<file path="src/liion_charge_pkg.sv">
// Constants, types and register map of the single-cell charger control block.
// Assumes a 25 MHz reference clock and analog comparator results as digital inputs.
package liion_charge_pkg;

    // ----------------------------------------
    // Timing
    // ----------------------------------------
    localparam int CLK_PERIOD_NS        = 40;
    localparam int TICK_PERIOD_NS       = 1000000;  // 1 ms time base
    localparam int TICK_CYCLES          = (TICK_PERIOD_NS + CLK_PERIOD_NS - 1) / CLK_PERIOD_NS;
    localparam int TIMER_HOURS_PER_UNIT = 3;        // Per 0.1 uF of timing capacitance
    localparam int MS_PER_UNIT          = TIMER_HOURS_PER_UNIT * 3600 * 1000;
    localparam int RECHARGE_FILTER_MS   = 4;        // Few ms of integration

    // ----------------------------------------
    // Widths
    // ----------------------------------------
    localparam int TICK_W  = 15;
    localparam int TIMER_W = 28;
    localparam int FILT_W  = 3;
    localparam int CAP_W   = 4;
    localparam int ADDR_W  = 4;

    // ----------------------------------------
    // Register map (byte offsets) and fields
    // ----------------------------------------
    localparam logic [ADDR_W-1:0] OFS_CTRL   = 4'h0;
    localparam logic [ADDR_W-1:0] OFS_TCFG   = 4'h4;
    localparam logic [ADDR_W-1:0] OFS_STATUS = 4'h8;
    localparam logic [ADDR_W-1:0] OFS_TCOUNT = 4'hC;
    localparam int CTRL_SHDN_BIT    = 0;
    localparam int STAT_STATE_LSB   = 0;
    localparam int STAT_C10_BIT     = 3;
    localparam int STAT_HOLD_BIT    = 4;
    localparam int STAT_ARMED_BIT   = 5;
    localparam int STAT_PIN_CHG_BIT = 8;
    localparam int STAT_PIN_FLT_BIT = 9;
    localparam int STAT_PIN_SUP_BIT = 10;
    localparam logic             CTRL_SHDN_RST = 1'b0;
    localparam logic [CAP_W-1:0] TCFG_CAP_RST  = 4'h1;

    // ----------------------------------------
    // Types
    // ----------------------------------------
    typedef enum logic [2:0] {
        ST_SLEEP    = 3'b000,
        ST_SHUTDOWN = 3'b001,
        ST_TRICKLE  = 3'b010,
        ST_FAST     = 3'b011,
        ST_DONE     = 3'b100,
        ST_FAULT    = 3'b101
    } charge_state_e;

    typedef struct packed {
        logic supply_uv_ok;       // Supply above undervoltage lockout
        logic supply_margin_ok;   // Supply at least 30 mV above battery
        logic current_program_pin_shutdown;      // Program pin above shutdown threshold
        logic bat_above_trickle;  // Battery above trickle threshold
        logic tenth_current;      // Charge current at or below one tenth
        logic therm_hot;
        logic therm_cold;
        logic therm_disabled;     // Thermistor input grounded
        logic timer_pin_grounded;
        logic float_select;       // High selects the higher float voltage
        logic bat_above_arm;      // Battery above recharge arming level
        logic bat_below_recharge; // Battery below recharge threshold
    } analog_in_s;

endpackage

</file>
<file path="src/liion_charge_state_control.sv">
// Charge-cycle control of a single-cell linear charger with Avalon-MM registers.
// Assumes comparator results arrive synchronous to ref_clk; analog loops are outside.
`timescale 1ns/1ps

module liion_charge_state_control
    import liion_charge_pkg::*;
#(
    parameter int TICK_CYCLES_P = TICK_CYCLES,
    parameter int MS_PER_UNIT_P = MS_PER_UNIT
)(
    input  wire logic              ref_clk,
    input  wire logic              srst,
    input  wire analog_in_s        cmp_in,
    input  wire logic [ADDR_W-1:0] avs_address,
    input  wire logic              avs_read,
    input  wire logic              avs_write,
    input  wire logic [31:0]       avs_writedata,
    input  wire logic [3:0]        avs_byteenable,
    output logic      [31:0]       avs_readdata,
    output logic                   avs_waitrequest,
    input  wire logic              charge_status_n_in,
    output logic                   charge_status_n_out,
    output logic                   charge_status_n_oe_n,
    output logic                   charge_weak_sink_en,
    input  wire logic              fault_n_in,
    output logic                   fault_n_out,
    output logic                   fault_n_oe_n,
    input  wire logic              supply_present_n_in,
    output logic                   supply_present_n_out,
    output logic                   supply_present_n_oe_n,
    output logic                   regulator_on,
    output logic                   trickle_current,
    output logic                   divider_connect,
    output logic                   float_4v2
);

    // ----------------------------------------
    // State record
    // ----------------------------------------
    typedef struct packed {
        charge_state_e      state;
        logic [TICK_W-1:0]  tick_cnt;
        logic               tick;
        logic [TIMER_W-1:0] timer_ms;
        logic               c10;
        logic               armed;
        logic [FILT_W-1:0]  filt_cnt;
        analog_in_s         in;
        logic [2:0]         pins;
        logic               soft_shdn;
        logic [CAP_W-1:0]   cap_units;
        logic               ack;
        logic               waitreq;
        logic [31:0]        rdata;
        logic               chg_oe_n;
        logic               weak_en;
        logic               fault_oe_n;
        logic               sup_oe_n;
        logic               reg_on;
        logic               trickle_i;
        logic               div_en;
        logic               float_hi;
    } ctl_state_s;

    ctl_state_s         s_r;
    ctl_state_s         s_nxt;
    logic               supply_ok;
    logic               shdn;
    logic               hold;
    logic               timer_en;
    logic [TIMER_W-1:0] full_cnt;
    logic [TIMER_W-1:0] quarter_cnt;
    logic               expire_fast;
    logic               expire_trickle;

    // ----------------------------------------
    // Helpers
    // ----------------------------------------
    function automatic logic is_charging(input charge_state_e st);
        is_charging = (st == ST_TRICKLE) || (st == ST_FAST);
    endfunction

    function automatic logic is_off(input charge_state_e st);
        is_off = (st == ST_SLEEP) || (st == ST_SHUTDOWN);
    endfunction

    // Qualifiers from sampled comparators
    assign supply_ok   = s_r.in.supply_uv_ok & s_r.in.supply_margin_ok;
    assign shdn        = s_r.in.current_program_pin_shutdown | s_r.soft_shdn;
    assign hold        = ~s_r.in.therm_disabled & (s_r.in.therm_hot | s_r.in.therm_cold);
    // A zero capacitance setting behaves like a grounded timer pin
    assign timer_en    = ~s_r.in.timer_pin_grounded & (s_r.cap_units != '0);
    assign full_cnt    = TIMER_W'(s_r.cap_units * MS_PER_UNIT_P);
    assign quarter_cnt = full_cnt >> 2;
    assign expire_fast    = timer_en & (s_r.timer_ms >= full_cnt);
    assign expire_trickle = timer_en & (s_r.timer_ms >= quarter_cnt) & ~s_r.in.bat_above_trickle;

    // ----------------------------------------
    // Next-state logic
    // ----------------------------------------
    always_comb
    begin
        s_nxt = s_r;
        // One sampling stage for all comparators and pin readbacks
        s_nxt.in   = cmp_in;
        s_nxt.pins = {supply_present_n_in, fault_n_in, charge_status_n_in};

        // Millisecond time base
        s_nxt.tick = 1'b0;
        if (s_r.tick_cnt == TICK_W'(TICK_CYCLES_P - 1))
        begin
            s_nxt.tick_cnt = '0;
            s_nxt.tick     = 1'b1;
        end
        else
        begin
            s_nxt.tick_cnt = s_r.tick_cnt + 1'b1;
        end

        // Charge-cycle state machine; supply loss and shutdown override all
        if (!supply_ok)
        begin
            s_nxt.state    = ST_SLEEP;
            s_nxt.timer_ms = '0;
            s_nxt.c10      = 1'b0;
            s_nxt.armed    = 1'b0;
            s_nxt.filt_cnt = '0;
        end
        else if (shdn)
        begin
            s_nxt.state    = ST_SHUTDOWN;
            s_nxt.timer_ms = '0;
            s_nxt.c10      = 1'b0;
            s_nxt.armed    = 1'b0;
            s_nxt.filt_cnt = '0;
        end
        else
        begin
            case (s_r.state)
                ST_SLEEP, ST_SHUTDOWN:
                begin
                    // New cycle from a cleared timer
                    s_nxt.timer_ms = '0;
                    s_nxt.state    = s_r.in.bat_above_trickle ? ST_FAST : ST_TRICKLE;
                end
                ST_TRICKLE:
                begin
                    if (s_r.in.bat_above_trickle)
                        s_nxt.state = ST_FAST;
                    else if (expire_trickle)
                        s_nxt.state = ST_FAULT;
                    else if (s_r.tick && !hold && timer_en)
                        s_nxt.timer_ms = s_r.timer_ms + 1'b1;
                end
                ST_FAST:
                begin
                    if (expire_fast)
                        s_nxt.state = ST_DONE;
                    else if (s_r.tick && !hold && timer_en)
                        s_nxt.timer_ms = s_r.timer_ms + 1'b1;
                    // Latch holds until supply loss or shutdown
                    if (!hold && s_r.in.tenth_current)
                        s_nxt.c10 = 1'b1;
                end
                ST_DONE:
                begin
                    if (s_r.in.bat_above_arm)
                        s_nxt.armed = 1'b1;
                    // Any return above the threshold restarts the filter
                    if (!s_r.armed || !s_r.in.bat_below_recharge)
                        s_nxt.filt_cnt = '0;
                    else if (s_r.tick)
                        s_nxt.filt_cnt = s_r.filt_cnt + 1'b1;
                    if (s_r.filt_cnt == FILT_W'(RECHARGE_FILTER_MS))
                    begin
                        s_nxt.timer_ms = '0;
                        s_nxt.armed    = 1'b0;
                        s_nxt.filt_cnt = '0;
                        s_nxt.state    = s_r.in.bat_above_trickle ? ST_FAST : ST_TRICKLE;
                    end
                end
                ST_FAULT:
                begin
                    // Recharge comparator is ignored while latched
                    if (s_r.in.bat_above_trickle)
                    begin
                        s_nxt.state    = ST_FAST;
                        s_nxt.timer_ms = '0;
                    end
                end
                default:
                begin
                    s_nxt.state = ST_SLEEP;
                end
            endcase
        end

        // Charge, fault, regulator and divider controls follow the next state so they change with it
        s_nxt.chg_oe_n   = ~(is_charging(s_nxt.state) & ~s_nxt.c10);
        s_nxt.weak_en    = is_charging(s_nxt.state) & s_nxt.c10;
        s_nxt.fault_oe_n = ~((s_nxt.state == ST_FAULT) | (is_charging(s_nxt.state) & hold));
        s_nxt.sup_oe_n   = ~supply_ok;
        s_nxt.reg_on     = is_charging(s_nxt.state) & ~hold;
        s_nxt.trickle_i  = (s_nxt.state == ST_TRICKLE);
        s_nxt.div_en     = ~is_off(s_nxt.state);
        s_nxt.float_hi   = s_r.in.float_select;

        // Avalon slave: one wait cycle, then waitrequest low for one cycle
        s_nxt.ack     = (avs_read | avs_write) & ~s_r.ack;
        s_nxt.waitreq = ~s_nxt.ack;
        if (s_nxt.ack && avs_read)
        begin
            if (avs_address == OFS_CTRL)
                s_nxt.rdata = {31'h0, s_r.soft_shdn};
            else if (avs_address == OFS_TCFG)
                s_nxt.rdata = {28'h0, s_r.cap_units};
            else if (avs_address == OFS_STATUS)
                s_nxt.rdata = {21'h0, s_r.pins, 2'h0, s_r.armed, hold, s_r.c10, s_r.state};
            else if (avs_address == OFS_TCOUNT)
                s_nxt.rdata = {4'h0, s_r.timer_ms};
            else
                s_nxt.rdata = 32'h0;
        end
        // Writes land on the edge where waitrequest is seen low
        if (s_r.ack && avs_write && avs_byteenable[0])
        begin
            if (avs_address == OFS_CTRL)
                s_nxt.soft_shdn = avs_writedata[CTRL_SHDN_BIT];
            else if (avs_address == OFS_TCFG)
                s_nxt.cap_units = avs_writedata[CAP_W-1:0];
        end
    end

    // ----------------------------------------
    // State register
    // ----------------------------------------
    always_ff @(posedge ref_clk)
    begin
        if (srst)
        begin
            s_r            <= '0;
            s_r.state      <= ST_SLEEP;
            s_r.soft_shdn  <= CTRL_SHDN_RST;
            s_r.cap_units  <= TCFG_CAP_RST;
            s_r.waitreq    <= 1'b1;
            s_r.chg_oe_n   <= 1'b1;
            s_r.fault_oe_n <= 1'b1;
            s_r.sup_oe_n   <= 1'b1;
        end
        else
        begin
            s_r <= s_nxt;
        end
    end

    // ----------------------------------------
    // Outputs
    // ----------------------------------------
    // Open-drain pins only ever pull low; the enable decides
    assign charge_status_n_out   = 1'b0;
    assign fault_n_out           = 1'b0;
    assign supply_present_n_out  = 1'b0;
    assign charge_status_n_oe_n  = s_r.chg_oe_n;
    assign charge_weak_sink_en   = s_r.weak_en;
    assign fault_n_oe_n          = s_r.fault_oe_n;
    assign supply_present_n_oe_n = s_r.sup_oe_n;
    assign regulator_on          = s_r.reg_on;
    assign trickle_current       = s_r.trickle_i;
    assign divider_connect       = s_r.div_en;
    assign float_4v2             = s_r.float_hi;
    assign avs_readdata          = s_r.rdata;
    assign avs_waitrequest       = s_r.waitreq;
endmodule

</file>
<file path="config.mk">
export PLATFORM = sky130hd
export DESIGN_NAME = liion_charge_state_control
export DESIGN_NICKNAME = d
export VERILOG_FILES = /design/src/liion_charge_pkg.sv /design/src/liion_charge_state_control.sv
export SDC_FILE = /design/constraint.sdc
export NUM_CORES = 1
export LEC_CHECK = 0
export ABC_CLOCK_PERIOD_IN_PS = 6600
export BUFFER_PORTS_ARGS = -buffer_cell sky130_fd_sc_hd__buf_2
export CAP_MARGIN = 20
export CORE_MARGIN = 5
export CORE_UTILIZATION = 35
export DETAILED_ROUTE_END_ITERATION = 16
export GPL_TIMING_DRIVEN = 0
export HOLD_SLACK_MARGIN = 0.06
export PLACE_DENSITY = 0.54
export SETUP_SLACK_MARGIN = 0.15
export SYNTH_ARGS = -nofsm -noshare
export SYNTH_HDL_FRONTEND = slang
export SYNTH_SLANG_ARGS = --single-unit
</file>
<file path="constraint.sdc">
create_clock -name ref_clk -period 6.6 [get_ports ref_clk]
set_input_delay 0.66 -clock ref_clk [delete_from_list [all_inputs] [get_ports ref_clk]]
set_output_delay 0.66 -clock ref_clk [all_outputs]
set_load 0.02 [all_outputs]
</file>
==> reports/qor.yml <==
run_status:
  status: "finished clean"
pwr:
  powerDensity_nw_per_um2: 164
  p_leak_nw: 3.34
  pwr-share-comb_pct: 4.9
  p_sw_uw: 290
  p_int_mw: 1.01
  switching_share_pct: 22.3
  clockPowerShare_pct: 43.2
  p_seq_share_pct: 51.9
  ir_drop_v: 0.000108
synthesis:
  synth.top_cell.area_share_pct: 32.0
  synthCells: 818
  synthFlopType: "dfxtp_1"
  netlist_top_cells_area: "dfxtp_1 32%, ha_1 12%, nor2_1 5.6%"
  yosys.cell_count.top_type: "dfxtp_1"
  synthesis.yosys.warnings: 0
  synth_commonest_cells: "110 x dfxtp_1, 102 x nor2_1, 65 x ha_1"
  synth-async-reset-ratio_pct: 0
  netlist_area_sq_um: 6880
  synth-edff-count: 0
  synth_top_cell_by_area: "dfxtp_1"
  ys_ff_latch: 110
  avgSynthCellArea_sq_um: 8.41
  ys_types: 74
  ys_seq_area_share_pct: 32.0
drt:
  avgViaCountPerCell: 5.13
  drtIter0Drc: 357
  ant_nets: 0
  vias: 6006
  wl_um: 18300
  wl_per_cell_um: 15.6
  drt_pass1_iterations: 5
  drc: 0
clock_tree:
  h-tree-depth: 3
  clk_latency_ns: 0.36
  cts_inserted_buffers: 9
  cts_tree: "yes"
  clockBufferDepth: 2
  cts.sinks: 110
  clkTransAtPathRegs_ns: 0.07
  cts-root-buf: "clkbuf_16"
  ctsHoldBuffers: 0
die:
  die_h_um: 150
  die_area_sq_um: 22600
  rows: 51
  io_pins: 103
  core_sq_um: 19400
  start_util_pct: 35.5
  chipWidth_um: 150
cells_and_area:
  regArea_sq_um: 2210
  final_area_sq_um: 7930
  fin_cells: 1170
  multi_input_area_sq_um: 4220
  nets: 1027
  drive_gt1_share_pct: 16.1
  diodes: 0
  fillers: 2008
  area_growth_pct: 15.2
worst_setup_path:
  r2r_end: "s_r[86]$_SDFFE_PP0P_"
  crit_buf_inv: 6
  reg2reg_depth: 28
  critPathSlowestCell: "dfxtp_4"
  end_kind: "flop"
  critPathTopFamily: "adder cells"
  crit_arrival_ns: 6.36
  path_max_fanout: 10
  startpoint_type: "flop"
  cp-startpoint: "s_r[44]$_SDFFE_PP0P_"
  regToRegSetupSlack_ns: 0.46
  worstSetupPathType: "reg -> reg"
  cpMostUsedCell: "a21oi_1"
  worst_ep_required_time_ns: 6.82
  cpPeakStageDelay_ns: 0.39
  r2r_start: "s_r[44]$_SDFFE_PP0P_"
sta:
  finalSetupTns_ns: 0
  rsz0062_at_grt: "no"
  worst_slew_pin_slew_ns: 0.795
  relSlewSlack_pct: 47.0
  max_freq_mhz: 163
  final.setup.worst_slack_ns: 0.459
  setup_viol: 0
  slew_violations: 0
  finalCritPeriodShare_pct: 93.0
  hold_violations: 0
  period_minus_slack_ns: 6.14
  hold_ws_ns: 0.437
  fin_worst_skew_ns: 0.00879
place:
  pre_cts_slack_ns: -0.344
  io_buffers: 63
  placed_area_sq_um: 7550
  dp_cells: 1152
  finalWeightedCongestion: 0.869
  dpl.hpwl_um: 14400
global_route:
  grt_pass1_vias: 5606
  grt_pass1_wl_um: 29500
  grt_max_degree: 18
  grt.overflow.total: 0
  antenna_found_initial: 0
  gr-usage-all-layers_pct: 16.5
run:
  cap_violations: 0
min_path:
  whs_endpoint: "float_4v2$_SDFF_PP0_"
  worstHoldStart: "s_nxt[0]$_SDFF_PP0_"
  hold_depth: 1
  hold_class: "reg -> reg"
[final cells by class]
cell class | instances | share of cell area (%)
plain buffers | 65 | 4.89
repair buffers | 65 | 4.17
flip-flops and latches | 110 | 27.9
multi-input cells | 614 | 53.3
clock buffers | 12 | 3.24
inverters | 35 | 1.70
clock inverters | 4 | 0.695
well taps | 265 | 4.18
[state kept, by name, indices dropped and copies added (netlist names)]
signal and cells:
avs_readdata 28, avs_waitrequest 1, charge_status_n_oe_n 1, charge_weak_sink_en 1, divider_connect 1, fault_n_oe_n 1
float_4v2 1, regulator_on 1, s_nxt 1, s_r 72, supply_present_n_oe_n 1, trickle_current 1
[repair_timing]
action / 4_1_cts / 5_1_grt
pin swaps: 0 / 2
setup endpoints to repair: 35 / 33
endpoints found under the hold margin: 0 / 0
setup buffers: 1 / 1
gates resized for setup: 7 / 10
[worst max path at each step]
stage / end / cells past startpoint
2_1_floorplan: s_r[86]$_SDFFE_PP0P_ / 28
3_3_place_gp: s_r[86]$_SDFFE_PP0P_ / 28
3_5_place_dp: s_r[86]$_SDFFE_PP0P_ / 28
4_1_cts: s_r[86]$_SDFFE_PP0P_ / 28
5_1_grt: s_r[92]$_SDFFE_PP0P_ / 26
6_report: s_r[86]$_SDFFE_PP0P_ / 28
[power by group through the flow]
stage                     Combinational [mW]  Clock, mW  Sequential [mW]
after floorplan                       0.0395          0            0.692
after global placement                0.0642          0            0.692
final                                 0.0640      0.562            0.676
after CTS                             0.0645      0.579            0.676
after global routing                  0.0717      0.603            0.676
after detailed placement              0.0641          0            0.692
[stage by stage]
step                      utilization [%]  power [mW]
after floorplan                         -       0.731
after global placement               38.9       0.756
after detailed placement             38.9       0.756
after CTS                            40.7        1.32
after global routing                 40.9        1.35
final                                40.9        1.30
[cells in the final DEF (no fill, tap or decap), types with 23 or more instances in the layout]
master / synthesis / final
nor2_1: 102 / 102
xnor2_1: 23 / 23
nand3_1: 26 / 26
nand2_1: 46 / 46
o21ai_0: 37 / 34
inv_1: 35 / 34
buf_4: 35 / 38
buf_2: 1 / 64
ha_1: 65 / 64
a21oi_1: 43 / 43
dfxtp_1: 110 / 107
a22oi_1: 24 / 24
clkbuf_1: 25 / 25
[per-layer routing]
metal  wire length, um  vias to the layer above  share of wire, %  global-route usage, %
li1                  -                     3041                 -                      -
met1              9040                     2772                49                   23.7
met2              7940                      166                43                   25.3
met3               976                       27               5.3                   2.89
met4               337                        0               1.8                   5.03
met5                 0                        -                 0                      0
[kinds of logic after synthesis]
group,share of synthesized area [%]
AOI/OAI and AO/OA,17.4
xor gates and xnor gates,4.91
adders and majority gates,13.4
buffers and inverters,7.49
DFF,32.0
muxes,2.25
other,0.0545
and+or+nand+nor,22.5
(Power assumes the default switching activity.)
